<file path="config.mk">
export PLATFORM = sky130hd
export DESIGN_NAME = iec_enable_exit_ctrl
export DESIGN_NICKNAME = d
export VERILOG_FILES = /design/src/iec_pkg.sv /design/src/iec_bus_if.sv /design/src/iec_enable_exit_ctrl.sv /design/src/iec_line_detect.sv
export SDC_FILE = /design/constraint.sdc
export NUM_CORES = 1
export LEC_CHECK = 0
export ABC_AREA = 1
export BUFFER_PORTS_ARGS = -buffer_cell sky130_fd_sc_hd__buf_2
export CAP_MARGIN = 10
export CORE_MARGIN = 3
export CORE_UTILIZATION = 57
export CTS_CLUSTER_DIAMETER = 50
export CTS_CLUSTER_SIZE = 14
export DETAILED_ROUTE_END_ITERATION = 10
export PLACE_DENSITY = 0.91
export SYNTH_ARGS = -nofsm -noshare
export SYNTH_HDL_FRONTEND = slang
export SYNTH_HIERARCHICAL = 1
export SYNTH_SLANG_ARGS = --single-unit
</file>
<file path="constraint.sdc">
create_clock -name clk -period 5 [get_ports clk]
set_input_delay 1 -clock clk [delete_from_list [all_inputs] [get_ports clk]]
set_output_delay 1 -clock clk [all_outputs]
set_load 0.03 [all_outputs]
</file>
<file path="src/iec_pkg.sv">
`default_nettype none
package iec_pkg;
  // Register byte addresses on the APB
  localparam logic [19:0] ADDR_CONTROL_0 = 20'hf_0230;
  localparam logic [19:0] ADDR_STATUS = 20'hf_0238;
  localparam logic [19:0] ADDR_CONFIG = 20'hf_023c;
  localparam logic [7:0] CONTROL_RESET = 8'h00;
  localparam logic [7:0] STATUS_RESET = 8'h00;
  localparam logic [7:0] CONFIG_RESET = 8'h00;
  // Control register fields
  localparam int CTL_ENABLE = 7;
  localparam int CTL_EXIT = 6;
  localparam int CTL_RELEASE = 5;
  localparam int CTL_STOP_IE = 4;
  localparam int CTL_WAIT_TIMING = 3;
  localparam int CTL_ACK_ENABLE = 2;
  localparam int CTL_START = 1;
  localparam int CTL_STOP = 0;
  // Config register fields: own address in 7:1, wakeup mode in 0
  localparam int CFG_ADDR_LSB = 1;
  localparam int CFG_WAKEUP = 0;
  // Byte framing
  localparam logic [3:0] CNT_LAST_DATA = 4'h7;
  localparam logic [3:0] CNT_ACK = 4'h8;
  localparam logic [4:0] EXT_CODE = 5'h1e;
  // Start and stop hold timing
  localparam int CLK_KHZ = 10000;
  localparam int HOLD_NS = 4000;
  localparam logic [7:0] HOLD_CYCLES =
    8'((HOLD_NS * CLK_KHZ + 999_999) / 1_000_000);
  typedef enum logic [2:0] {
    ST_IDLE, ST_START_HOLD, ST_MASTER, ST_STOP_LOW, ST_STOP_HIGH
  } iec_state_e;
endpackage
`default_nettype wire

</file>
<file path="src/iec_bus_if.sv">
`default_nettype none
interface iec_bus_if;
  logic scl_lvl;
  logic sda_lvl;
  logic start_det;
  logic stop_det;
  logic scl_rise;
  logic scl_fall;
  logic bus_busy;
  modport det (output scl_lvl, sda_lvl, start_det, stop_det, scl_rise,
               scl_fall, bus_busy);
  modport eng (input scl_lvl, sda_lvl, start_det, stop_det, scl_rise,
               scl_fall, bus_busy);
endinterface
`default_nettype wire

</file>
<file path="src/iec_enable_exit_ctrl.sv">
// The APB register port was chosen for this implementation.
`default_nettype none
// Functional notes
// Control register resets to zero.
// Eight control bits at fixed address.
// Software writes single bits or bytes.
// Config bits change only disabled or stretching.
// Config bits accepted with enable rising.
// Disabled: status held reset, engine stopped.
// Software enables only with both lines high.
// Enable changes only by write or reset.
// Exit abandons transfer, standby, self-clears.
// Exit releases clock and data lines.
// Exit clears triggers and status flags; code keeps the stop flag and sets standby.
// Standby ignores bus until participation condition.
// Stop detection ends standby, master capable.
// Address match or extension ends standby.
// Software exits on foreign extension code.
// Exit set by write, cleared automatically.
// Release bit ends stretch, self-clears.
// Stop interrupt unless wakeup mode set.
// Start and stop triggers generate conditions.
// Wait timing zero interrupts at 8th fall.
// Disable wins over simultaneous exit.
module iec_enable_exit_ctrl (
  input wire logic clk, // System clock
  input wire logic sys_rst, // Async reset, active high
  input wire logic psel, // APB select
  input wire logic penable, // APB enable
  input wire logic pwrite, // APB write
  input wire logic [19:0] paddr, // APB byte address
  input wire logic [31:0] pwdata, // APB write data
  input wire logic [3:0] pstrb, // APB byte strobes
  output logic [31:0] prdata, // APB read data
  output logic pready, // APB ready
  output logic pslverr, // APB error on unmapped address
  input wire logic scl_in, // Clock line level
  output logic scl_out, // Clock line drive value
  output logic scl_oe, // Clock line drive enable
  input wire logic sda_in, // Data line level
  output logic sda_out, // Data line drive value
  output logic sda_oe, // Data line drive enable
  output logic transfer_irq, // Transfer interrupt pulse
  output logic stop_irq // Stop condition interrupt pulse
);
  iec_bus_if bus ();

  iec_line_detect u_detect (
    .clk(clk),
    .sys_rst(sys_rst),
    .scl_in(scl_in),
    .sda_in(sda_in),
    .bus(bus)
  );

  logic enable_reg;
  logic exit_reg;
  logic release_reg;
  logic stop_ie_reg;
  logic wait_timing_reg;
  logic ack_enable_reg;
  logic start_reg;
  logic stop_reg;
  logic [6:0] own_addr_reg;
  logic wakeup_reg;
  logic master_reg;
  logic match_reg;
  logic ext_reg;
  logic trc_reg;
  logic ackd_reg;
  logic std_reg;
  logic spd_reg;
  logic standby_reg;
  iec_pkg::iec_state_e state_reg;
  logic [7:0] timer_reg;
  logic [3:0] bit_cnt_reg;
  logic [7:0] shift_reg;
  logic addr_phase_reg;
  logic stretch_reg;
  logic scl_drv_reg;
  logic sda_drv_reg;
  logic ack_drv_reg;
  logic xfer_irq_reg;
  logic stop_irq_reg;
  logic [31:0] prdata_reg;

  // Bus decode
  wire setup_phase = psel & ~penable;
  wire access_phase = psel & penable;
  wire hit_ctl = paddr == iec_pkg::ADDR_CONTROL_0;
  wire hit_sts = paddr == iec_pkg::ADDR_STATUS;
  wire hit_cfg = paddr == iec_pkg::ADDR_CONFIG;
  wire hit_any = hit_ctl | hit_sts | hit_cfg;
  wire wr_lane = access_phase & pwrite & pstrb[0];
  wire wr_ctl = wr_lane & hit_ctl;
  wire wr_cfg = wr_lane & hit_cfg;
  wire [7:0] wdat = pwdata[7:0];
  wire [7:0] ctl_value = {enable_reg, exit_reg, release_reg, stop_ie_reg,
                          wait_timing_reg, ack_enable_reg, start_reg,
                          stop_reg};
  wire [7:0] sts_value = {master_reg, match_reg, ext_reg, trc_reg, ackd_reg,
                          std_reg, spd_reg, standby_reg};
  wire [7:0] cfg_value = {own_addr_reg, wakeup_reg};
  wire [7:0] rd_mux = hit_ctl ? ctl_value :
                      hit_sts ? sts_value :
                      hit_cfg ? cfg_value : 8'h00;

  // Control qualifiers
  wire en_rise = wr_ctl & wdat[iec_pkg::CTL_ENABLE] & ~enable_reg;
  wire cfg_ok = ~enable_reg | stretch_reg | en_rise;
  wire wr_enabled = wr_ctl & wdat[iec_pkg::CTL_ENABLE];
  wire exit_go = exit_reg & enable_reg;
  wire gen_idle = state_reg == iec_pkg::ST_IDLE;
  wire timer_done = timer_reg == 8'h00;
  wire stop_go = enable_reg & ~exit_go & stop_reg &
                 (gen_idle | state_reg == iec_pkg::ST_MASTER);
  wire start_go = enable_reg & ~exit_go & start_reg & ~stop_reg & gen_idle &
                  ~bus.bus_busy & ~standby_reg;
  wire start_clr = ~enable_reg | exit_go | start_go;
  wire stop_clr = ~enable_reg | exit_go | stop_go;

  // Address byte evaluation at the 8th falling edge
  wire addr_match = shift_reg[7:1] == own_addr_reg;
  wire ext_code = shift_reg[7:3] == iec_pkg::EXT_CODE;
  wire eighth_fall = bus.scl_fall & bit_cnt_reg == iec_pkg::CNT_LAST_DATA;
  wire ninth_fall = bus.scl_fall & bit_cnt_reg == iec_pkg::CNT_ACK;
  wire hit_now = addr_phase_reg & (addr_match | ext_code);
  wire part_now = ~standby_reg & (master_reg | match_reg);
  wire part_8th = part_now | hit_now;
  wire trc_8th = addr_phase_reg ? (addr_match & shift_reg[0]) : trc_reg;
  wire slave_run = gen_idle;

  assign pready = 1'b1;
  assign pslverr = access_phase & ~hit_any;
  assign prdata = prdata_reg;
  assign scl_out = 1'b0;
  assign sda_out = 1'b0;
  // Open drain: only low is ever driven
  assign scl_oe = scl_drv_reg | stretch_reg;
  assign sda_oe = sda_drv_reg | ack_drv_reg;
  assign transfer_irq = xfer_irq_reg;
  assign stop_irq = stop_irq_reg;

  // Read data is captured in the setup cycle so it comes from a flop
  always_ff @(posedge clk or posedge sys_rst) begin
    if (sys_rst) begin
      prdata_reg <= 32'h0000_0000;
    end else if (setup_phase & ~pwrite) begin
      prdata_reg <= {24'h00_0000, rd_mux};
    end
  end

  always_ff @(posedge clk or posedge sys_rst) begin
    if (sys_rst) begin
      enable_reg <= iec_pkg::CONTROL_RESET[iec_pkg::CTL_ENABLE];
    end else if (wr_ctl) begin
      enable_reg <= wdat[iec_pkg::CTL_ENABLE];
    end
  end

  // An exit written together with a disable is dropped
  always_ff @(posedge clk or posedge sys_rst) begin
    if (sys_rst) begin
      exit_reg <= iec_pkg::CONTROL_RESET[iec_pkg::CTL_EXIT];
    end else if (wr_enabled & wdat[iec_pkg::CTL_EXIT]) begin
      exit_reg <= 1'b1;
    end else if (exit_reg) begin
      exit_reg <= 1'b0;
    end
  end

  // Release lives one cycle, the engine drops the stretch in that cycle
  always_ff @(posedge clk or posedge sys_rst) begin
    if (sys_rst) begin
      release_reg <= iec_pkg::CONTROL_RESET[iec_pkg::CTL_RELEASE];
    end else begin
      release_reg <= wr_enabled & wdat[iec_pkg::CTL_RELEASE];
    end
  end

  always_ff @(posedge clk or posedge sys_rst) begin
    if (sys_rst) begin
      stop_ie_reg <= iec_pkg::CONTROL_RESET[iec_pkg::CTL_STOP_IE];
      wait_timing_reg <= iec_pkg::CONTROL_RESET[iec_pkg::CTL_WAIT_TIMING];
      ack_enable_reg <= iec_pkg::CONTROL_RESET[iec_pkg::CTL_ACK_ENABLE];
    end else if (wr_ctl & cfg_ok) begin
      stop_ie_reg <= wdat[iec_pkg::CTL_STOP_IE];
      wait_timing_reg <= wdat[iec_pkg::CTL_WAIT_TIMING];
      ack_enable_reg <= wdat[iec_pkg::CTL_ACK_ENABLE];
    end
  end

  // A new trigger write wins over a clear in the same cycle
  always_ff @(posedge clk or posedge sys_rst) begin
    if (sys_rst) begin
      start_reg <= iec_pkg::CONTROL_RESET[iec_pkg::CTL_START];
      stop_reg <= iec_pkg::CONTROL_RESET[iec_pkg::CTL_STOP];
    end else begin
      if (wr_enabled & wdat[iec_pkg::CTL_START]) begin
        start_reg <= 1'b1;
      end else if (start_clr) begin
        start_reg <= 1'b0;
      end
      if (wr_enabled & wdat[iec_pkg::CTL_STOP]) begin
        stop_reg <= 1'b1;
      end else if (stop_clr) begin
        stop_reg <= 1'b0;
      end
    end
  end

  always_ff @(posedge clk or posedge sys_rst) begin
    if (sys_rst) begin
      own_addr_reg <= iec_pkg::CONFIG_RESET[7:iec_pkg::CFG_ADDR_LSB];
      wakeup_reg <= iec_pkg::CONFIG_RESET[iec_pkg::CFG_WAKEUP];
    end else if (wr_cfg) begin
      own_addr_reg <= wdat[7:iec_pkg::CFG_ADDR_LSB];
      wakeup_reg <= wdat[iec_pkg::CFG_WAKEUP];
    end
  end

  // Start and stop generation
  always_ff @(posedge clk or posedge sys_rst) begin
    if (sys_rst) begin
      state_reg <= iec_pkg::ST_IDLE;
      timer_reg <= 8'h00;
      scl_drv_reg <= 1'b0;
      sda_drv_reg <= 1'b0;
    end else if (~enable_reg | exit_go) begin
      state_reg <= iec_pkg::ST_IDLE;
      timer_reg <= 8'h00;
      scl_drv_reg <= 1'b0;
      sda_drv_reg <= 1'b0;
    end else if (stop_go) begin
      state_reg <= iec_pkg::ST_STOP_LOW;
      timer_reg <= iec_pkg::HOLD_CYCLES;
      scl_drv_reg <= 1'b1;
      sda_drv_reg <= 1'b1;
    end else if (start_go) begin
      state_reg <= iec_pkg::ST_START_HOLD;
      timer_reg <= iec_pkg::HOLD_CYCLES;
      sda_drv_reg <= 1'b1;
    end else if (~timer_done) begin
      timer_reg <= timer_reg - 8'h01;
    end else begin
      case (state_reg)
        iec_pkg::ST_START_HOLD: begin
          scl_drv_reg <= 1'b1;
          state_reg <= iec_pkg::ST_MASTER;
        end
        iec_pkg::ST_STOP_LOW: begin
          scl_drv_reg <= 1'b0;
          timer_reg <= iec_pkg::HOLD_CYCLES;
          state_reg <= iec_pkg::ST_STOP_HIGH;
        end
        iec_pkg::ST_STOP_HIGH: begin
          sda_drv_reg <= 1'b0;
          state_reg <= iec_pkg::ST_IDLE;
        end
        iec_pkg::ST_MASTER: begin
          state_reg <= iec_pkg::ST_MASTER;
        end
        default: begin
          state_reg <= iec_pkg::ST_IDLE;
        end
      endcase
    end
  end

  // Byte framing, acknowledge and stretch
  always_ff @(posedge clk or posedge sys_rst) begin
    if (sys_rst) begin
      bit_cnt_reg <= 4'h0;
      shift_reg <= 8'h00;
      addr_phase_reg <= 1'b0;
      stretch_reg <= 1'b0;
      ack_drv_reg <= 1'b0;
    end else if (~enable_reg | exit_go) begin
      bit_cnt_reg <= 4'h0;
      shift_reg <= 8'h00;
      addr_phase_reg <= 1'b0;
      stretch_reg <= 1'b0;
      ack_drv_reg <= 1'b0;
    end else if (bus.start_det | bus.stop_det) begin
      bit_cnt_reg <= 4'h0;
      addr_phase_reg <= bus.start_det;
      stretch_reg <= 1'b0;
      ack_drv_reg <= 1'b0;
    end else begin
      if (release_reg) begin
        stretch_reg <= 1'b0;
      end
      if (slave_run & bus.scl_rise & bit_cnt_reg < iec_pkg::CNT_ACK) begin
        shift_reg <= {shift_reg[6:0], bus.sda_lvl};
      end
      if (slave_run & eighth_fall) begin
        bit_cnt_reg <= iec_pkg::CNT_ACK;
        ack_drv_reg <= ack_enable_reg & part_8th & ~trc_8th;
        stretch_reg <= ~wait_timing_reg & part_8th;
      end
      if (slave_run & bus.scl_fall & bit_cnt_reg < iec_pkg::CNT_LAST_DATA) begin
        bit_cnt_reg <= bit_cnt_reg + 4'h1;
      end
      if (slave_run & ninth_fall) begin
        bit_cnt_reg <= 4'h0;
        addr_phase_reg <= 1'b0;
        ack_drv_reg <= 1'b0;
        stretch_reg <= wait_timing_reg & part_now;
      end
    end
  end

  // Status flags, held at reset while disabled
  always_ff @(posedge clk or posedge sys_rst) begin
    if (sys_rst) begin
      {master_reg, match_reg, ext_reg, trc_reg, ackd_reg, std_reg, spd_reg,
       standby_reg} <= iec_pkg::STATUS_RESET;
    end else if (~enable_reg) begin
      {master_reg, match_reg, ext_reg, trc_reg, ackd_reg, std_reg, spd_reg,
       standby_reg} <= iec_pkg::STATUS_RESET;
    end else if (exit_go) begin
      master_reg <= 1'b0;
      match_reg <= 1'b0;
      ext_reg <= 1'b0;
      trc_reg <= 1'b0;
      ackd_reg <= 1'b0;
      std_reg <= 1'b0;
      standby_reg <= 1'b1;
    end else if (bus.stop_det) begin
      master_reg <= 1'b0;
      match_reg <= 1'b0;
      ext_reg <= 1'b0;
      trc_reg <= 1'b0;
      std_reg <= 1'b0;
      spd_reg <= 1'b1;
      standby_reg <= 1'b0;
    end else if (bus.start_det) begin
      std_reg <= 1'b1;
      spd_reg <= 1'b0;
      match_reg <= 1'b0;
      ext_reg <= 1'b0;
      trc_reg <= 1'b0;
    end else begin
      if (state_reg == iec_pkg::ST_START_HOLD & timer_done) begin
        master_reg <= 1'b1;
      end
      if (slave_run & eighth_fall & addr_phase_reg) begin
        match_reg <= addr_match;
        ext_reg <= ext_code;
        trc_reg <= addr_match & shift_reg[0];
        if (addr_match | ext_code) begin
          standby_reg <= 1'b0;
        end
      end
      if (slave_run & bus.scl_rise & bit_cnt_reg == iec_pkg::CNT_ACK) begin
        ackd_reg <= ~bus.sda_lvl & ~ack_drv_reg;
      end
    end
  end

  // Interrupt pulses
  always_ff @(posedge clk or posedge sys_rst) begin
    if (sys_rst) begin
      xfer_irq_reg <= 1'b0;
      stop_irq_reg <= 1'b0;
    end else begin
      xfer_irq_reg <= enable_reg & ~exit_go & slave_run &
                      ((eighth_fall & ~wait_timing_reg & part_8th) |
                       (ninth_fall & wait_timing_reg & part_now));
      stop_irq_reg <= enable_reg & bus.stop_det & stop_ie_reg &
                      ~wakeup_reg;
    end
  end
endmodule
`default_nettype wire

</file>
<file path="src/iec_line_detect.sv">
`default_nettype none
module iec_line_detect (
  input wire logic clk, // System clock
  input wire logic sys_rst, // Async reset
  input wire logic scl_in, // Clock line level
  input wire logic sda_in, // Data line level
  iec_bus_if.det bus // Detected line events
);
  logic [1:0] scl_sync_reg;
  logic [1:0] sda_sync_reg;
  logic scl_last_reg;
  logic sda_last_reg;
  logic busy_reg;
  logic skip_fall_reg;

  // Lines idle high, so reset to high avoids a false edge at release
  always_ff @(posedge clk or posedge sys_rst) begin
    if (sys_rst) begin
      scl_sync_reg <= 2'b11;
      sda_sync_reg <= 2'b11;
      scl_last_reg <= 1'b1;
      sda_last_reg <= 1'b1;
    end else begin
      scl_sync_reg <= {scl_sync_reg[0], scl_in};
      sda_sync_reg <= {sda_sync_reg[0], sda_in};
      scl_last_reg <= scl_sync_reg[1];
      sda_last_reg <= sda_sync_reg[1];
    end
  end

  assign bus.scl_lvl = scl_sync_reg[1];
  assign bus.sda_lvl = sda_sync_reg[1];
  assign bus.start_det = scl_sync_reg[1] & sda_last_reg & ~sda_sync_reg[1];
  assign bus.stop_det = scl_sync_reg[1] & ~sda_last_reg & sda_sync_reg[1];
  assign bus.scl_rise = scl_sync_reg[1] & ~scl_last_reg;
  // The clock fall that closes a start is not a data bit
  wire scl_fell = ~scl_sync_reg[1] & scl_last_reg;
  assign bus.scl_fall = scl_fell & ~skip_fall_reg;
  assign bus.bus_busy = busy_reg;

  always_ff @(posedge clk or posedge sys_rst) begin
    if (sys_rst) begin
      busy_reg <= 1'b0;
    end else if (bus.start_det) begin
      busy_reg <= 1'b1;
    end else if (bus.stop_det) begin
      busy_reg <= 1'b0;
    end
  end

  always_ff @(posedge clk or posedge sys_rst) begin
    if (sys_rst) begin
      skip_fall_reg <= 1'b0;
    end else if (bus.start_det) begin
      skip_fall_reg <= 1'b1;
    end else if (scl_fell) begin
      skip_fall_reg <= 1'b0;
    end
  end
endmodule
`default_nettype wire

</file>
==> results of run 1 <==
## power by group through the flow
stage	logic [mW]	registers [mW]	clock network, mW
floorplan	0.371	0.711	0
global placement	0.421	0.722	0
detailed placement	0.442	0.728	0
CTS	0.451	0.718	0.437
global route	0.517	0.731	0.462
finish	0.453	0.720	0.432
## worst reg2reg max path: stages, from the launching register on
cell and delay (ns):
dfrtp_1 0.43, inv_2 0.08, nor2_2 0.70, inv_2 0.29
nor2_2 0.21, inv_2 0.06, nor2_1 0.27, inv_2 0.12
nor2_2 0.16, a21oi_1 0.09, nand2_1 0.08, nand2_1 0.05
## metal layers
metal,wire [µm],track usage [%],vias up
li1,-,-,1700
met1,3690,29.5,1661
met2,4390,39.7,164
met3,718,5.90,19
met4,161,9.74,0
met5,0,0,-
## synthesized netlist by cell type, types with 3 or more instances
master | count | area share (%)
nor2_1 | 45 | 4.3
nand4_1 | 28 | 4.4
nand3_1 | 38 | 4.8
ha_1 | 4 | 1.3
xor2_1 | 3 | 0.66
a21oi_1 | 15 | 1.9
clkbuf_1 | 5 | 0.47
dfrtp_1 | 64 | 40
o31ai_1 | 3 | 0.57
buf_4 | 29 | 5.5
nor2_2 | 4 | 0.63
nor3_1 | 6 | 0.76
o21ai_1 | 11 | 1.4
o22ai_1 | 3 | 0.47
nand2_1 | 114 | 11
o21ai_2 | 8 | 1.8
or2_2 | 4 | 0.63
dfstp_2 | 6 | 4.0
inv_2 | 18 | 1.7
inv_1 | 52 | 4.9
nand2_2 | 3 | 0.47
o21ai_0 | 12 | 1.5
## cell families after synthesis
kind of cell    Yosys count  share of synthesized area [%]
simple gates            254                           30.2
buf+inv                 108                           13.2
flops                    70                           44.3
compound gates           62                           9.76
xor+xnor                  5                           1.10
fa+ha+maj                 4                           1.26
other cells               2                          0.189
## final timing paths
kind | from | end | depth (start not counted)
min | u_detect/scl_sync_reg[0]$_DFF_PP1_ | u_detect/scl_sync_reg[1]$_DFF_PP1_ | 0
min in group asynchronous | sys_rst | u_detect/skip_fall_reg$_DFFE_PP0P_ | 2
max in group asynchronous | sys_rst | transfer_irq$_DFF_PP0_ | 3
max | paddr[11] | pslverr | 7
min reg2reg | u_detect/scl_sync_reg[0]$_DFF_PP1_ | u_detect/scl_sync_reg[1]$_DFF_PP1_ | 0
max reg2reg | enable_reg$_DFFE_PP0N_ | stretch_reg$_DFFE_PP0P_ | 11
## cell type report
type                            instances  area [µm²]
Clock buffer                           13         169
Inverter                               71         267
Multi-Input combinational cell        352        1780
Fill cell                             540        2180
Sequential cell                        70        1760
Tap cell                               93         116
Timing Repair Buffer                   51         270
Clock inverter                          3        17.5
## through the flow
stage / cells / util, % / power, mW
finish: 653 / 66.7 / 1.60
global route: 653 / 66.7 / 1.71
CTS: 652 / 66.5 / 1.61
detailed placement: 636 / 63.7 / 1.17
global placement: 636 / 63.7 / 1.14
floorplan: 530 / - / 1.08
==> results.sh, run 1 <==
export IMPL_min_period_ns=3.10
export IMPL_hold_slack_ns=0.356
export IMPL_ctsResizeCount=0
export IMPL_die_w_um=89.5
export IMPL_finalWorstSetupSlack_ns=1.90
export IMPL_core_area_um2=6570
export IMPL_yosysSeqAreaShare_pct=44.3
export IMPL_grt_usage_pct=23.8
export IMPL_crit_path_max_incr_delay_ns=0.34
export IMPL_worstPathRequired_ns=4.00
export IMPL_leakage_nw=2.31
export IMPL_seqPwrFrac_pct=44.9
export IMPL_mostFrequentLayoutCell="nand2_1"
export IMPL_grt_pass1_wl_mm=14.6
export IMPL_cts_root_buf="clkbuf_8"
export IMPL_finalSetupTns_ns=0
export IMPL_yosys_most_used_dff="dfrtp_1"
export IMPL_post_place_ws_ns=1.82
export IMPL_cp_end_kind="output pin"
export IMPL_internal_power_mw=1.03
export IMPL_comb_power_share_pct=28.2
export IMPL_wire_per_inst_um=13.7
export IMPL_p_switching_mw=0.576
export IMPL_power_density_nw_per_um2=366
export IMPL_placed_cell_area_um2=4180
export IMPL_cts_tree="built"
export IMPL_critPathTopFamily="simple AND/OR/NAND/NOR gates"
export IMPL_dpl_hpwl_mm=6.54
export IMPL_grt_pass1_vias=3247
export IMPL_fin_area_um2=4380
export IMPL_ant_nets=0
export IMPL_crit_slowest_cell="nor4_1"
export IMPL_cap_viol_max_count=0
export IMPL_hold_viol=0
export IMPL_grt_remaining_overflow=0
export IMPL_fin_crit_sh_pct=62.1
export IMPL_critPathArrivalTime_ns=2.10
export IMPL_drc=0
export IMPL_finalNetCount=622
export IMPL_relSlewSlack_pct=39.2
export IMPL_path_buf_inv=2
export IMPL_drive_gt1_share_pct=20.9
export IMPL_crit_chain="buf_2 > or2_1 > nor4_1 > nand2_1 > nand2_1 > a21oi_1 > buf_2"
export IMPL_synth_area_per_cell_um2=7.87
export IMPL_grt_antenna_before_repair=0
export IMPL_clk_pin_slew_worst_paths_ns=0.07
export IMPL_drv_slew=0
export IMPL_synth_seq_cells=70
export IMPL_status="finished clean"
export IMPL_synth_async_reset_ratio_pct=100
export IMPL_htreeDepth=3
export IMPL_rsz0062_at_grt="no"
export IMPL_clk_insertion_delay_late_ns=0.35
export IMPL_final_cell_mix="nand2_1, dfrtp_1, inv_1"
export IMPL_routed_via_density=5.43
export IMPL_syn_instance_count=505
export IMPL_yosys_cell_types_count=45
export IMPL_tightest_slew_ns=0.911
export IMPL_skew_ns=0.00709
export IMPL_hp_class="reg -> reg"
export IMPL_worstSetupStartpointType="input port"
export IMPL_initialDrtViolationCount=290
export IMPL_initial_utilization_pct=60.5
export IMPL_grt_max_degree=63
export IMPL_post_cts_buffers=0
export IMPL_p_sw_share_pct=35.9
export IMPL_die_area_um2=8010
export IMPL_vdd_ir_drop_max_mv=0.220
export IMPL_row_count=29
export IMPL_first_pass_iters=6
export IMPL_crit_type="in -> out"
export IMPL_io_pins=103
export IMPL_rrSetupSlack_ns=2.36
export IMPL_vias=3544
export IMPL_syn_area_um2=3970
export IMPL_numCtsBuffers=9
export IMPL_clkSinkCount=70
export IMPL_clock_power_share_pct=26.9
export IMPL_portBuffers=48
export IMPL_die_h_um=89.5
export IMPL_n_antenna_cell=0
export IMPL_critPathMaxFanout=2
export IMPL_hold_buffers=0
export IMPL_ys_warnings_count=6
export IMPL_setup_viol=0
export IMPL_fmax_mhz=322
export IMPL_gp_congestion=0.889
export IMPL_area_growth_pct=10.3
export IMPL_ctsLongestPathBuffers=2
export IMPL_wl_mm=8.96
export IMPL_synth_edf_count=0
Note: power is estimated with default switching activity, not from simulation.
==> run 2, diff against run 1 <==
CORE_UTILIZATION = 48   (was 57)
PLACE_DENSITY = 0.82   (was 0.91)
clock period = 2.8 ns   (was 5 ns; I/O delays follow)
==> run 2 against run 1 <==
Effect of this change:
- final area rose by 1.3%
- sequential share of layout area shrank 0.52 points
- count of clock-buffer cells in the layout is 4 lower
- flip-flop and latch count stayed put
- total power increased by 88%
- register-to-register slack got worse by 1.8 ns
- die area rose by 17%
- final cell count up 1.5%
- global-route usage is 4.0 points lower
- setup slack lost 1.4 ns
- first-iteration DRC count down 29%
- clock power up 110%
- critical endpoint unchanged
==> results.sh, run 2 (synthesis gave the netlist of run 1 again) <==
export IMPL_status="finished clean"
export IMPL_crit_slowest_cell="nor4_1"
export IMPL_fmax_mhz=432
export IMPL_finalNetCount=623
export IMPL_clock_power_share_pct=30.2
export IMPL_cts_root_buf="clkbuf_8"
export IMPL_grt_max_degree=37
export IMPL_rsz0062_at_grt="no"
export IMPL_post_place_ws_ns=0.500
export IMPL_wl_mm=9.19
export IMPL_globalRouteMet2Util_pct=31.9
export IMPL_ctsResizeCount=0
export IMPL_ctsLongestPathBuffers=2
export IMPL_crit_path_max_incr_delay_ns=0.39
export IMPL_fin_area_um2=4440
export IMPL_multi_input_area_um2=1780
export IMPL_hp_class="in -> async"
export IMPL_wire_per_inst_um=13.9
export IMPL_drv_slew=0
export IMPL_finalWorstSetupSlack_ns=0.486
export IMPL_internal_power_mw=1.95
export IMPL_grt_antenna_before_repair=0
export IMPL_grt_usage_pct=19.7
export IMPL_skew_ns=0.0180
export IMPL_critPathArrivalTime_ns=1.75
export IMPL_worstPathRequired_ns=2.24
export IMPL_final_cell_mix="nand2_1, dfrtp_1, inv_1"
export IMPL_grt_pass1_wl_mm=15.3
export IMPL_io_pins=103
export IMPL_hold_viol=0
export IMPL_initial_utilization_pct=50.4
export IMPL_htreeDepth=3
export IMPL_drc=0
export IMPL_rr_worst_depth=13
export IMPL_fin_crit_sh_pct=82.6
export IMPL_min_period_ns=2.31
export IMPL_crit_chain="buf_2 > or2_1 > nor4_1 > nand2_1 > nand2_1 > a21oi_1 > buf_2"
export IMPL_row_count=32
export IMPL_hold_buffers=0
export IMPL_comb_power_share_pct=27.1
export IMPL_fillers=718
export IMPL_finalSetupTns_ns=0
export IMPL_vias=3522
export IMPL_p_switching_mw=1.06
export IMPL_drive_gt1_share_pct=21.2
export IMPL_register_area_um2=1760
export IMPL_r2r_start="u_detect/sda_sync_reg[1]$_DFF_PP1_"
export IMPL_crit_start="paddr[11]"
export IMPL_tightest_slew_ns=0.769
export IMPL_relSlewSlack_pct=48.3
export IMPL_clk_pin_slew_worst_paths_ns=0.08
export IMPL_critPathMaxFanout=2
export IMPL_power_density_nw_per_um2=678
export IMPL_cap_viol_max_count=0
export IMPL_grt_pass1_vias=3320
export IMPL_numCtsBuffers=9
export IMPL_routed_via_density=5.31
export IMPL_clk_insertion_delay_late_ns=0.35
export IMPL_gp_congestion=0.917
export IMPL_clkSinkCount=70
export IMPL_placed_cell_area_um2=4220
export IMPL_top_usage_layer="met2"
export IMPL_n_antenna_cell=0
export IMPL_use_met3_pct=4.25
export IMPL_leakage_nw=2.34
export IMPL_worstSetupStartpointType="input port"
export IMPL_core_area_um2=7890
export IMPL_grt_remaining_overflow=0
export IMPL_crit_type="in -> out"
export IMPL_initialDrtViolationCount=205
export IMPL_portBuffers=48
export IMPL_die_area_um2=9410
export IMPL_ant_nets=0
export IMPL_die_h_um=97.0
export IMPL_first_pass_iters=5
export IMPL_seqPwrFrac_pct=42.8
export IMPL_p_sw_share_pct=35.3
export IMPL_cts_tree="built"
export IMPL_die_w_um=97.0
export IMPL_mostFrequentLayoutCell="nand2_1"
export IMPL_dpl_hpwl_mm=6.88
export IMPL_setup_viol=0
export IMPL_vdd_ir_drop_max_mv=0.577
export IMPL_gr_usage_met1_pct=25.1
export IMPL_area_growth_pct=11.7
export IMPL_post_cts_buffers=0
export IMPL_cp_end_kind="output pin"
[run 2: path summary, 6_finish.rpt]
path / end / slack (ns)
worst max-delay path: pslverr / 0.49
worst min-delay path: u_detect/bus.bus_busy$_DFFE_PP0P_ / 0.15
worst max register to register: stretch_reg$_DFFE_PP0P_ / 0.61
worst min register to register: u_detect/scl_sync_reg[1]$_DFF_PP1_ / 0.36
max in group asynchronous: own_addr_reg[2]$_DFFE_PP0P_ / 1.83
min in group clk: u_detect/sda_sync_reg[0]$_DFF_PP1_ / 0.31
[run 2: critical path: cells and delay by family]
family / cells / cell delay (ns)
simple gates: 4 / 0.88
compound gates: 1 / 0.04
buf+inv: 2 / 0.28
[run 2: per-layer routing]
metal / share of wire (%) / vias to the layer above
li1: - / 1693
met1: 42 / 1647
met2: 48 / 148
met3: 7.1 / 34
met4: 3.1 / 0
met5: 0 / -
[run 2: layout make-up]
class                   instances  area share [%]
inverters                      71            6.00
well taps                     102            2.87
repair buffers                 52            6.37
multi-input cells             352            40.2
clock inverters                 7            2.17
clock buffers                   9            2.79
flip-flops and latches         70            39.6
[run 2: metrics by stage]
step / cells / hold slack (ns) / power (mW) / util, %
after detailed placement: 647 / 0.350 / 2.10 / 53.5
after global placement: 647 / 0.348 / 2.06 / 53.5
after global routing: 663 / 0.155 / 3.20 / 56.3
after CTS: 663 / 0.157 / 3.02 / 56.3
final: 663 / 0.150 / 3.01 / 56.3
after floorplan: 530 / 0.345 / 1.93 / -
[run 2: power groups by stage]
stage,logic (mW),registers (mW),clock network (mW)
2_1_floorplan,0.663,1.27,0
3_3_place_gp,0.764,1.29,0
3_5_place_dp,0.804,1.30,0
4_1_cts,0.811,1.28,0.920
5_1_grt,0.927,1.30,0.970
6_report,0.816,1.29,0.908
